**src/pkg/rtcptc_pkg.sv**
```systemverilog
package rtcptc_pkg;
  localparam int          ADDR_W          = 4;
  localparam int          DATA_W          = 32;
  localparam logic [3:0]  OFF_CTRL        = 4'h0;
  localparam logic [3:0]  OFF_STATUS      = 4'h4;
  localparam logic [3:0]  OFF_COUNT       = 4'h8;
  localparam int          STAT_FLAG_BIT   = 0;
  localparam int          STAT_WAIT_BIT   = 1;
  localparam logic [2:0]  PERIOD_HALF     = 3'h1;
  localparam logic [2:0]  PERIOD_SECOND   = 3'h2;
  localparam logic [2:0]  PERIOD_MINUTE   = 3'h3;
  localparam logic [1:0]  TRIG_TIMEKEEPER = 2'h2;
  localparam logic [11:0] CTRL_RESET      = 12'h000;
  localparam logic [5:0]  SEC_PER_MIN     = 6'h3C;
  localparam longint      SECOND_NS       = 1000000000;
  localparam longint      CLK_PERIOD_NS   = 50;
  localparam int          SECOND_CYCLES   = int'(SECOND_NS / CLK_PERIOD_NS);

  // control register, bit 11 downward
  typedef struct packed {
    logic       converter_comparator_enable;
    logic [1:0] converter_trigger_source_sel;
    logic [2:0] periodic_irq_period_sel;
    logic       timekeeper_irq_priority_hi;
    logic       timekeeper_irq_priority_lo;
    logic       timekeeper_irq_mask;
    logic       counter_wait_request;
    logic       timekeeper_run;
    logic       timekeeper_clock_gate;
  } rtcptc_ctrl_t;

  typedef struct packed {
    logic              wr;
    logic              rd;
    logic [ADDR_W-1:0] addr;
    logic [DATA_W-1:0] wdata;
  } rtcptc_req_t;
endpackage : rtcptc_pkg

```
**src/rtcptc_top.sv**
```systemverilog
`timescale 1ns/1ps
module rtcptc_top #(
  parameter int SECOND_CYCLES = rtcptc_pkg::SECOND_CYCLES
) (
  input  wire logic                           clk,
  input  wire logic                           rst,
  input  wire rtcptc_pkg::rtcptc_req_t        req,
  output logic [rtcptc_pkg::DATA_W-1:0]       rdata,
  output logic                                irq_to_cpu,
  output logic [1:0]                          irq_priority,
  output logic                                converter_trigger,
  output logic                                converter_comparator_enable
);
  rtcptc_pkg::rtcptc_ctrl_t ctrl_r;
  logic [31:0]              presc_r;
  logic [5:0]               sec_in_min_r;
  logic [31:0]              seconds_r;
  logic [31:0]              count_view_r;
  logic                     flag_r;
  logic                     wait_status_r;
  logic                     tick_sec;
  logic                     tick_half;
  logic                     periodic_evt;
  logic                     counting;
  logic                     wr_ctrl;
  logic                     wr_status;

  assign wr_ctrl   = req.wr && req.addr == rtcptc_pkg::OFF_CTRL;
  assign wr_status = req.wr && req.addr == rtcptc_pkg::OFF_STATUS;
  // no gate, no clock: the whole timebase is frozen, not just the output
  assign counting  = ctrl_r.timekeeper_clock_gate && ctrl_r.timekeeper_run;
  assign tick_sec  = counting && presc_r == 32'(SECOND_CYCLES - 1);
  assign tick_half = counting && presc_r == 32'(SECOND_CYCLES / 2 - 1);

  always_comb begin
    case (ctrl_r.periodic_irq_period_sel)
      rtcptc_pkg::PERIOD_HALF:   periodic_evt = tick_sec || tick_half;
      rtcptc_pkg::PERIOD_SECOND: periodic_evt = tick_sec;
      rtcptc_pkg::PERIOD_MINUTE: periodic_evt = tick_sec
                                 && sec_in_min_r == 6'(rtcptc_pkg::SEC_PER_MIN - 1);
      default:                   periodic_evt = 1'b0;
    endcase
  end

  always_ff @(posedge clk or posedge rst) begin
    if (rst) begin
      ctrl_r <= rtcptc_pkg::rtcptc_ctrl_t'(rtcptc_pkg::CTRL_RESET);
    end else if (wr_ctrl) begin
      ctrl_r <= rtcptc_pkg::rtcptc_ctrl_t'(req.wdata[11:0]);
    end
  end

  always_ff @(posedge clk or posedge rst) begin
    if (rst) begin
      presc_r      <= 32'h0000_0000;
      sec_in_min_r <= 6'h00;
      seconds_r    <= 32'h0000_0000;
    end else if (tick_sec) begin
      presc_r      <= 32'h0000_0000;
      seconds_r    <= seconds_r + 32'h0000_0001;
      sec_in_min_r <= (sec_in_min_r == 6'(rtcptc_pkg::SEC_PER_MIN - 1)) ? 6'h00
                                                                     : sec_in_min_r + 6'h01;
    end else if (counting) begin
      presc_r <= presc_r + 32'h0000_0001;
    end
  end

  // the wait handshake needs the timekeeper clock to answer
  always_ff @(posedge clk or posedge rst) begin
    if (rst) begin
      wait_status_r <= 1'b0;
    end else if (ctrl_r.timekeeper_clock_gate) begin
      wait_status_r <= ctrl_r.counter_wait_request;
    end
  end

  // software sees a stable copy while waiting, so multi-field reads agree
  always_ff @(posedge clk or posedge rst) begin
    if (rst) begin
      count_view_r <= 32'h0000_0000;
    end else if (!wait_status_r) begin
      count_view_r <= seconds_r;
    end
  end

  // a new event in the clearing cycle wins over the clear
  always_ff @(posedge clk or posedge rst) begin
    if (rst) begin
      flag_r <= 1'b0;
    end else if (periodic_evt) begin
      flag_r <= 1'b1;
    end else if (wr_status && !req.wdata[rtcptc_pkg::STAT_FLAG_BIT]) begin
      flag_r <= 1'b0;
    end
  end

  always_ff @(posedge clk or posedge rst) begin
    if (rst) begin
      irq_to_cpu        <= 1'b0;
      irq_priority      <= 2'h0;
      converter_trigger <= 1'b0;
    end else begin
      irq_to_cpu        <= flag_r && !ctrl_r.timekeeper_irq_mask;
      irq_priority      <= {ctrl_r.timekeeper_irq_priority_hi,
                            ctrl_r.timekeeper_irq_priority_lo};
      converter_trigger <= periodic_evt && ctrl_r.converter_trigger_source_sel
                           == rtcptc_pkg::TRIG_TIMEKEEPER;
    end
  end

  always_ff @(posedge clk or posedge rst) begin
    if (rst) begin
      converter_comparator_enable <= 1'b0;
    end else begin
      converter_comparator_enable <= ctrl_r.converter_comparator_enable;
    end
  end

  always_ff @(posedge clk or posedge rst) begin
    if (rst) begin
      rdata <= '0;
    end else if (req.rd) begin
      case (req.addr)
        rtcptc_pkg::OFF_CTRL:   rdata <= {20'h00000, ctrl_r};
        rtcptc_pkg::OFF_STATUS: rdata <= {30'h0000_0000, wait_status_r, flag_r};
        rtcptc_pkg::OFF_COUNT:  rdata <= count_view_r;
        default:                rdata <= '0;
      endcase
    end else begin
      rdata <= '0;
    end
  end
endmodule : rtcptc_top

```
**config.mk**
```make
export PLATFORM = sky130hd
export DESIGN_NAME = rtcptc_top
export DESIGN_NICKNAME = d
export VERILOG_FILES = /design/src/pkg/rtcptc_pkg.sv /design/src/rtcptc_top.sv
export SDC_FILE = /design/constraint.sdc
export NUM_CORES = 1
export LEC_CHECK = 0
export ABC_AREA = 1
export BUFFER_PORTS_ARGS = -buffer_cell sky130_fd_sc_hd__buf_2
export CORE_UTILIZATION = 55
export CTS_CLUSTER_SIZE = 25
export DETAILED_ROUTE_END_ITERATION = 6
export GPL_ROUTABILITY_DRIVEN = 0
export GPL_TIMING_DRIVEN = 0
export PLACE_DENSITY_LB_ADDON = 0.1
export SLEW_MARGIN = 15
export SYNTH_ARGS = -nofsm -noshare
export SYNTH_HDL_FRONTEND = slang
export SYNTH_SLANG_ARGS = --single-unit
```
**constraint.sdc**
```tcl
create_clock -name clk -period 11.1 [get_ports clk]
set_input_delay 2.22 -clock clk [delete_from_list [all_inputs] [get_ports clk]]
set_output_delay 2.22 -clock clk [all_outputs]
set_load 0.01 [all_outputs]
```
Yosys cells after proc, flatten, opt, wreduce, memory -nomap -nowiden
Index checks and enable logic that the tools add are counted.
{"block": "word_totals", "word_cells": 55, "out_inout_bits": 37, "reg_bits": 153, "in_bits": 40}
{"block": "classes", "eq_ne": 9, "addsub": 3, "muxes": 8, "n_reduce_logical": 15}
{"op": "$mux 32", "count": 3}
{"op": "$pmux 32 s3", "count": 1}
{"op": "$add 32x1->32 const B", "count": 2}
{"op": "$eq 32x24->1 const B", "count": 1}
{"op": "$eq 32x25->1 const B", "count": 1}
{"op": "$logic_and 1x1->1", "count": 9}
{"op": "$add 6x1->6 const B", "count": 1}
{"op": "$eq 3x2->1 const B", "count": 2}
{"op": "$eq 6x6->1 const B", "count": 1}
{"op": "$mux 6", "count": 1}
{"op": "$eq 4x3->1 const B", "count": 1}
{"op": "$eq 4x4->1 const B", "count": 1}
{"op": "$logic_not 4->1", "count": 1}
{"op": "$reduce_bool 2->1", "count": 2}
{"op": "$eq 3x1->1 const B", "count": 1}
{"op": "$pmux 1 s3", "count": 1}
{"op": "$eq 2x2->1 const B", "count": 1}
{"op": "$logic_not 1->1", "count": 2}
{"op": "$mux 1", "count": 2}
{"op": "$logic_or 1x1->1", "count": 1}

Logic depth before layout (Yosys ltp)
Gate-level depths: netlist of the first run.
{"block": "depth", "word_depth": 5, "ltp_mapped": 11, "ltp_nobuf": 11}

Least setup slack after synthesis of the first run
Ideal clock, no wire load.
{"block": "synth_path", "path_kind": "input to register", "from": "input port req[33] (netlist name)", "to": "register ctrl_r[1] (netlist name)", "t_arrival_ns": 3.043, "required_time_ns": 10.975, "path_slack_ns": 7.932, "setup_ns": 0.125, "n_path_buf": 1, "path_stages": 6, "path_cell_list": "nor2_1 nand2_1 inv_1 nand2_1 buf_2 mux2_2"}
{"block": "synth_via", "elab_chain_len": 2}
{"element": "from (decl)", "line_no": "rtcptc_top.sv:7", "text": "input wire rtcptc_pkg::rtcptc_req_t req,"}
{"element": "$logic_not 4->1", "line_no": "rtcptc_top.sv:28", "text": "assign wr_ctrl = req.wr && req.addr == rtcptc_pkg::OFF_CTRL;"}
{"element": "$logic_and 1x1->1", "line_no": "rtcptc_top.sv:28"}
{"element": "to (signal assigned)", "line_no": "rtcptc_top.sv:47", "text": "ctrl_r <= rtcptc_pkg::rtcptc_ctrl_t'(rtcptc_pkg::CTRL_RESET);"}
{"element": "to (signal assigned)", "line_no": "rtcptc_top.sv:49", "text": "ctrl_r <= rtcptc_pkg::rtcptc_ctrl_t'(req.wdata[11:0]);"}
{"element": "to (decl)", "line_no": "rtcptc_top.sv:14", "text": "rtcptc_pkg::rtcptc_ctrl_t ctrl_r;"}
No other way between the ends.
A chain may end at the register's enable or synchronous reset.

Final worst setup path of the first run
{"block": "layout_path", "from": "register rdata[7] (netlist name)", "to": "output port rdata[7] (netlist name)"}
{"element": "from (decl)", "line_no": "rtcptc_top.sv:8", "text": "output logic [rtcptc_pkg::DATA_W-1:0] rdata,"}
{"element": "from (signal assigned)", "line_no": "rtcptc_top.sv:124", "text": "rtcptc_pkg::OFF_CTRL: rdata <= {20'h00000, ctrl_r};"}
{"element": "from (signal assigned)", "line_no": "rtcptc_top.sv:125", "text": "rtcptc_pkg::OFF_STATUS: rdata <= {30'h0000_0000, wait_status_r, flag_r};"}
{"element": "from (signal assigned)", "line_no": "rtcptc_top.sv:126", "text": "rtcptc_pkg::OFF_COUNT: rdata <= count_view_r;"}
No word-level cell between the ends.

==> results of run 1 <==
registers in the layout (all words and copies together) (netlist names):
| signal | cells |
|---|---|
| wait_status_r | 1 |
| ctrl_r | 12 |
| flag_r | 1 |
| presc_r | 32 |
| irq_to_cpu | 1 |
| seconds_r | 32 |
| converter_comparator_enable | 1 |
| count_view_r | 32 |
| irq_priority | 2 |
| converter_trigger | 1 |
| rdata | 32 |
| sec_in_min_r | 6 |
cell type report:
type,count,share of cell area
Clock inverter,12,0.0187
Clock buffer,20,0.0513
Multi-Input combinational cell,676,0.360
Sequential cell,153,0.440
Timing Repair Buffer,57,0.0354
Inverter,130,0.0569
Tap cell,176,0.0253
Buffer,21,0.0128
power by group:
group	total, µW	switching [µW]	internal, µW
clock	596	234	362
sequential	597	16.8	580
combinational	104	75.8	28.0
path summary, 6_finish.rpt:
check	end	slack (ns)	cells past startpoint
worst max-delay path	rdata[7]	7.94	1
worst min-delay path	converter_comparator_enable$_DFF_PP0_	0.40	0
worst max register to register	seconds_r[23]$_DFFE_PP0N_	9.07	10
worst min register to register	converter_comparator_enable$_DFF_PP0_	0.40	0
max in group asynchronous	seconds_r[26]$_DFFE_PP0N_	8.49	3
min in group asynchronous	ctrl_r[9]$_DFFE_PP0P_	1.76	2
metrics by stage:
| stage | worst slack, ns | total power (µW) |
|---|---|---|
| after floorplan | 4.76 | 670 |
| after global placement | 3.07 | 707 |
| after detailed placement | 7.62 | 710 |
| after CTS | 7.93 | 1310 |
| after global routing | 7.88 | 1340 |
| final | 7.94 | 1300 |
layout by cell type (no fill, tap or decap), types with 5 or more instances in the layout:
cell,n
buf_2,61
o21ai_0,60
inv_2,5
clkbuf_1,13
nor2_1,143
xor2_1,31
nand3_1,67
clkbuf_16,17
a21oi_1,15
inv_1,121
dfrtp_1,153
nand2_1,279
nor3_1,37
nand4_1,14
mux2_2,10
cell families (layout without fill, tap and decap cells):
logic type / after synthesis / after routing / synth area share
multiplexers: 10 / 10 / 0.0149
buffers and inverters: 151 / 240 / 0.0793
AND/OR/NAND/NOR: 554 / 554 / 0.306
adder cells (fa/ha/maj): 3 / 3 / 0.00497
flip-flops: 153 / 153 / 0.506
AO/OA/AOI/OAI: 78 / 78 / 0.0526
XOR/XNOR: 31 / 31 / 0.0359
layer usage:
metal	part of all wire	wire length (µm)	vias up	global-route usage
met5	0	0	-	0
met4	0.024	425	0	0.107
met3	0.054	966	41	0.0584
met2	0.49	8760	197	0.445
met1	0.44	7850	3048	0.344
li1	-	-	3215	-
==> summary.md, run 1 <==
| Metric | Value |
|---|---|
| Status | `complete, no violations` |
| Worst-Skew Late Latency | `0.43 ns` |
| Worst slew pin tran | `0.605 ns` |
| Share of layout cells above drive strength 1 | `0.114` |
| Post-DP Area | `0.00810 mm²` |
| Count leader, synth | `nand2_1` |
| Max Freq | `317 MHz` |
| DIE WIDTH | `119 µm` |
| # rows | `42` |
| CP required | `8.88 ns` |
| Synth top area share | `0.506` |
| Final net count | `1099` |
| Port buffer count | `56` |
| Synthesized area | `0.00756 mm²` |
| CTS Buffer Depth | `2` |
| DIE HEIGHT | `119 µm` |
| Final setup TNS | `0 ns` |
| Final Hold Fails | `0` |
| CP Class | `flop to output port` |
| Area Overhead vs Synth | `15.1%` |
| Slowest cell on crit path | `dfrtp_1` |
| Die Area | `0.0142 mm²` |
| First-pass GRT wire length | `29600 µm` |
| FFs w/ async S/R, synth | `1.00` |
| Register bit count reported by yosys | `153` |
| Detail Route Antenna Nets | `0` |
| Vias in the first global route | `6220` |
| Hold path startpoint | `ctrl_r[11]$_DFFE_PP0P_` |
| Post-synth top flop | `dfrtp_1` |
| Worst path top cell family by delay | `flip-flops` |
| Root Buffer | `clkbuf_16` |
| Top Ports | `77` |
| Final core utilization | `0.652` |
| Area of the multi-input gates | `0.00313 mm²` |
| Largest net degree at the start of global routing | `114` |
| Worst rel slew slack | `0.596` |
| Initial antenna violation count | `0` |
| EDFF count, synth | `0` |
| Worst Path Buf+Inv | `1` |
| Syn Inst Count | `980` |
| Top cells by count, synth | `nand2_1, dfrtp_1, nor2_1` |
| Cts hold-fix bufs | `0` |
| Startpoint types | `flop` |
| Kind of end point of the critical path | `output port` |
| CTS buffer count | `17` |
| RSZ-0062 raised after global routing | `false` |
| Drt total wl | `18000 µm` |
| Routed WL per cell | `14.5 µm` |
| Yosys top cell by area | `dfrtp_1` |
| Cell total after placement | `1213` |
| Leak | `0.00421 µW` |
| Finished Cell Area | `0.00870 mm²` |
| Unique masters post-synth | `32` |
| Reg2reg start | `presc_r[28]$_DFFE_PP0P_` |
| H-tree depth | `4` |
| Final std cells w/o fill | `1245` |
| Hold WS | `0.398 ns` |
| Worst path arrival time | `0.94 ns` |
| Clock skew | `0.0111 ns` |
| Post-route minimum period | `3.16 ns` |
| DP HPWL | `12900 µm` |
| Slew Viols, Final | `0` |
| FF/Latch Area | `0.00383 mm²` |
| # clock sinks | `153` |
| CP cell instances | `buf_2` |
| Global router's overall resource usage | `0.269` |
| Post-CTS sizing | `0` |
| Max FO, Critical Path | `1` |
| Seq/Total Area, Yosys | `0.506` |
| TritonCTS clock tree | `built` |
| Final setup fails | `0` |
| Vias | `6501` |
| Synth area leaders | `dfrtp_1, nand2_1, nor2_1, inv_1, nand3_1` |
| Initial Util | `0.566` |
| Avg Inst Size Synth | `7.71 µm²` |
| Filler cells | `1166` |
| Class of the worst hold path | `flop to flop` |
| Drt drc | `0` |
| CTS clock-pin slew for the worst setup and hold paths | `0.06 ns` |
| Post CTS Setup Buffer Count | `0` |
| Warnings from Yosys | `0` |
| CP Launch Point | `rdata[7]$_DFF_PP0_` |
| Vias per inst | `5.22` |
| Max_cap viols | `0` |
| Initial drt markers | `489` |
| Post-synth net total | `1023` |
| Final cycle utilization of the critical path | `0.284` |
| Diode count | `0` |
| Detailed-router iteration count before antenna repair | `5` |
| Maximum vdd drop | `0.0960 mV` |
| CP max stage delay | `0.37 ns` |
| Pwr per Cell Area | `149 mW/mm²` |
| Total gr overflow | `0` |
| Core Area | `0.0133 mm²` |
Note: power is estimated with default switching activity, not from simulation.
==> run 2: changes to the inputs <==
--- a/config.mk
+++ b/config.mk
@@ -7,7 +7,7 @@
 export LEC_CHECK = 0
 export ABC_AREA = 1
 export BUFFER_PORTS_ARGS = -buffer_cell sky130_fd_sc_hd__buf_2
-export CORE_UTILIZATION = 55
+export CORE_UTILIZATION = 53
 export CTS_CLUSTER_SIZE = 25
 export DETAILED_ROUTE_END_ITERATION = 6
 export GPL_ROUTABILITY_DRIVEN = 0
==> constraint.sdc (replaced) <==
create_clock -name clk -period 2.8 [get_ports clk]
set_input_delay 0.56 -clock clk [delete_from_list [all_inputs] [get_ports clk]]
set_output_delay 0.56 -clock clk [all_outputs]
set_load 0.01 [all_outputs]
==> run 2 against run 1 <==
Hold slack lost 0.18 ns. Largest cell class unchanged. Sequential share of layout area shrank 0.44 points. Critical endpoint is now seconds_r[23]$_DFFE_PP0N_. Utilization shrank 1.9 points. Via count shrank 0.51%. Sequential power grew to 4.0 times the previous value. Critical path type is now flop to flop. Clock skew shrank 0.00086 ns. Highest routed layer unchanged. Sequential cell count is the same.
==> summary.md, run 2 (synthesis results as in run 1) <==
| Metric | Value |
|---|---|
| Max_cap viols | `0` |
| Post-CTS sizing | `0` |
| Total gr overflow | `0` |
| First-pass GRT wire length | `29500 µm` |
| Class of the worst hold path | `input port to asynchronous set/reset pin` |
| Vias per inst | `5.17` |
| H-tree depth | `4` |
| Area Overhead vs Synth | `16.3%` |
| DIE WIDTH | `121 µm` |
| Final Hold Fails | `0` |
| Global router's overall resource usage | `0.261` |
| Drt drc | `0` |
| Maximum vdd drop | `0.355 mV` |
| Final net count | `1102` |
| Top Ports | `77` |
| Max FO, Critical Path | `10` |
| CTS clock-pin slew for the worst setup and hold paths | `0.06 ns` |
| Kind of end point of the critical path | `flop` |
| Slowest cell on crit path | `dfrtp_1` |
| CP max stage delay | `0.38 ns` |
| Worst slew pin tran | `0.638 ns` |
| Post-route minimum period | `2.05 ns` |
| Status | `complete, no violations` |
| CP cell instances | `ha_1 -> nand3_1 -> nor3_2 -> and2b_4 -> nand3_4 -> inv_2 -> buf_6 -> buf_8 -> o21ai_0` |
| Final cycle utilization of the critical path | `0.732` |
| Final setup fails | `0` |
| CTS Buffer Depth | `2` |
| Post CTS Setup Buffer Count | `0` |
| Detailed-router iteration count before antenna repair | `7` |
| Worst-Skew Late Latency | `0.43 ns` |
| CP required | `3.09 ns` |
| Slew Viols, Final | `0` |
| TritonCTS clock tree | `built` |
| Worst path arrival time | `2.34 ns` |
| # rows | `43` |
| Most common cell after layout, fill and taps aside | `nand2_1` |
| Vias | `6468` |
| DIE HEIGHT | `121 µm` |
| Die Area | `0.0147 mm²` |
| Diode count | `0` |
| Drt total wl | `18100 µm` |
| Clock skew | `0.0102 ns` |
| Final std cells w/o fill | `1252` |
| Initial antenna violation count | `0` |
| Detail Route Antenna Nets | `0` |
| Vias in the first global route | `5941` |
| Pwr per Cell Area | `600 mW/mm²` |
| Root Buffer | `clkbuf_16` |
| Routed WL per cell | `14.5 µm` |
| DP HPWL | `13300 µm` |
| CP Class | `flop to flop` |
| Worst rel slew slack | `0.574` |
| Hold WS | `0.216 ns` |
| Cell total after placement | `1220` |
| Startpoint types | `flop` |
| CTS buffer count | `17` |
| Largest net degree at the start of global routing | `36` |
| Max Freq | `488 MHz` |
| Initial drt markers | `472` |
| Port buffer count | `56` |
| Cts hold-fix bufs | `0` |
| Leak | `0.00425 µW` |
| # clock sinks | `153` |
| Core Area | `0.0139 mm²` |
| Pwr Total | `5270 µW` |
| Commonest cells after routing, fill and taps aside | `nand2_1, dfrtp_1, nor2_1` |
| Initial Util | `0.545` |
| RSZ-0062 raised after global routing | `false` |
| Share of layout cells above drive strength 1 | `0.118` |
run 2: cell types whose count changed in the layout (fill, tap and decap cells not counted):
cell / before / now
buf_12: 0 / 4
buf_16: 1 / 0
bufinv_16: 3 / 4
clkbuf_1: 13 / 11
clkbuf_8: 1 / 2
clkinv_2: 1 / 2
inv_8: 1 / 0
run 2: final timing paths:
kind,slack (ns),start,cells after the start,endpoint
hold reg to reg,0.40,ctrl_r[11]$_DFFE_PP0P_,0,converter_comparator_enable$_DFF_PP0_
min in group clk,0.37,req[4],2,ctrl_r[4]$_DFFE_PP0P_
hold / removal,0.22,rst,2,ctrl_r[4]$_DFFE_PP0P_
setup / recovery,0.75,presc_r[1]$_DFFE_PP0P_,9,seconds_r[23]$_DFFE_PP0N_
max in group asynchronous,2.00,rst,3,count_view_r[27]$_DFFE_PP0N_
setup reg to reg,0.75,presc_r[1]$_DFFE_PP0P_,9,seconds_r[23]$_DFFE_PP0N_
run 2: cell type report:
class,count,area [µm²]
Tap cell,180,225
Clock buffer,19,453
Inverter,130,492
Sequential cell,153,3830
Timing Repair Buffer,60,360
Fill cell,1190,5090
Buffer,21,111
Clock inverter,13,190
Multi-Input combinational cell,676,3130
run 2: layer usage:
layer	track usage	share of wire	vias up
met1	0.350	0.45	3033
met5	0	0	-
li1	-	-	3220
met2	0.421	0.47	178
met3	0.0442	0.048	37
met4	0.106	0.025	0
run 2: where the power goes:
part,internal [µW],switching (µW)
sequential,2300,67.3
clock,1550,939
combinational,117,304
run 2: worst max-delay path: cells and delay by family (launching register included):
kind | cells | cell delay, ns
buf+inv | 3 | 0.41
flops | 1 | 0.38
fa+ha+maj | 1 | 0.19
compound gates | 1 | 0.09
simple gates | 4 | 0.85
run 2: per-stage QoR:
stage / instance area [µm²] / worst slack (ns) / TNS (ns) / util
floorplan: 7560 / 0.309 / 0 / -
global placement: 8070 / -0.651 / -97.32 / 0.581
detailed placement: 8150 / 0.818 / 0 / 0.587
CTS: 8790 / 0.804 / 0 / 0.633
global route: 8790 / 0.628 / 0 / 0.633
finish: 8790 / 0.750 / 0 / 0.633
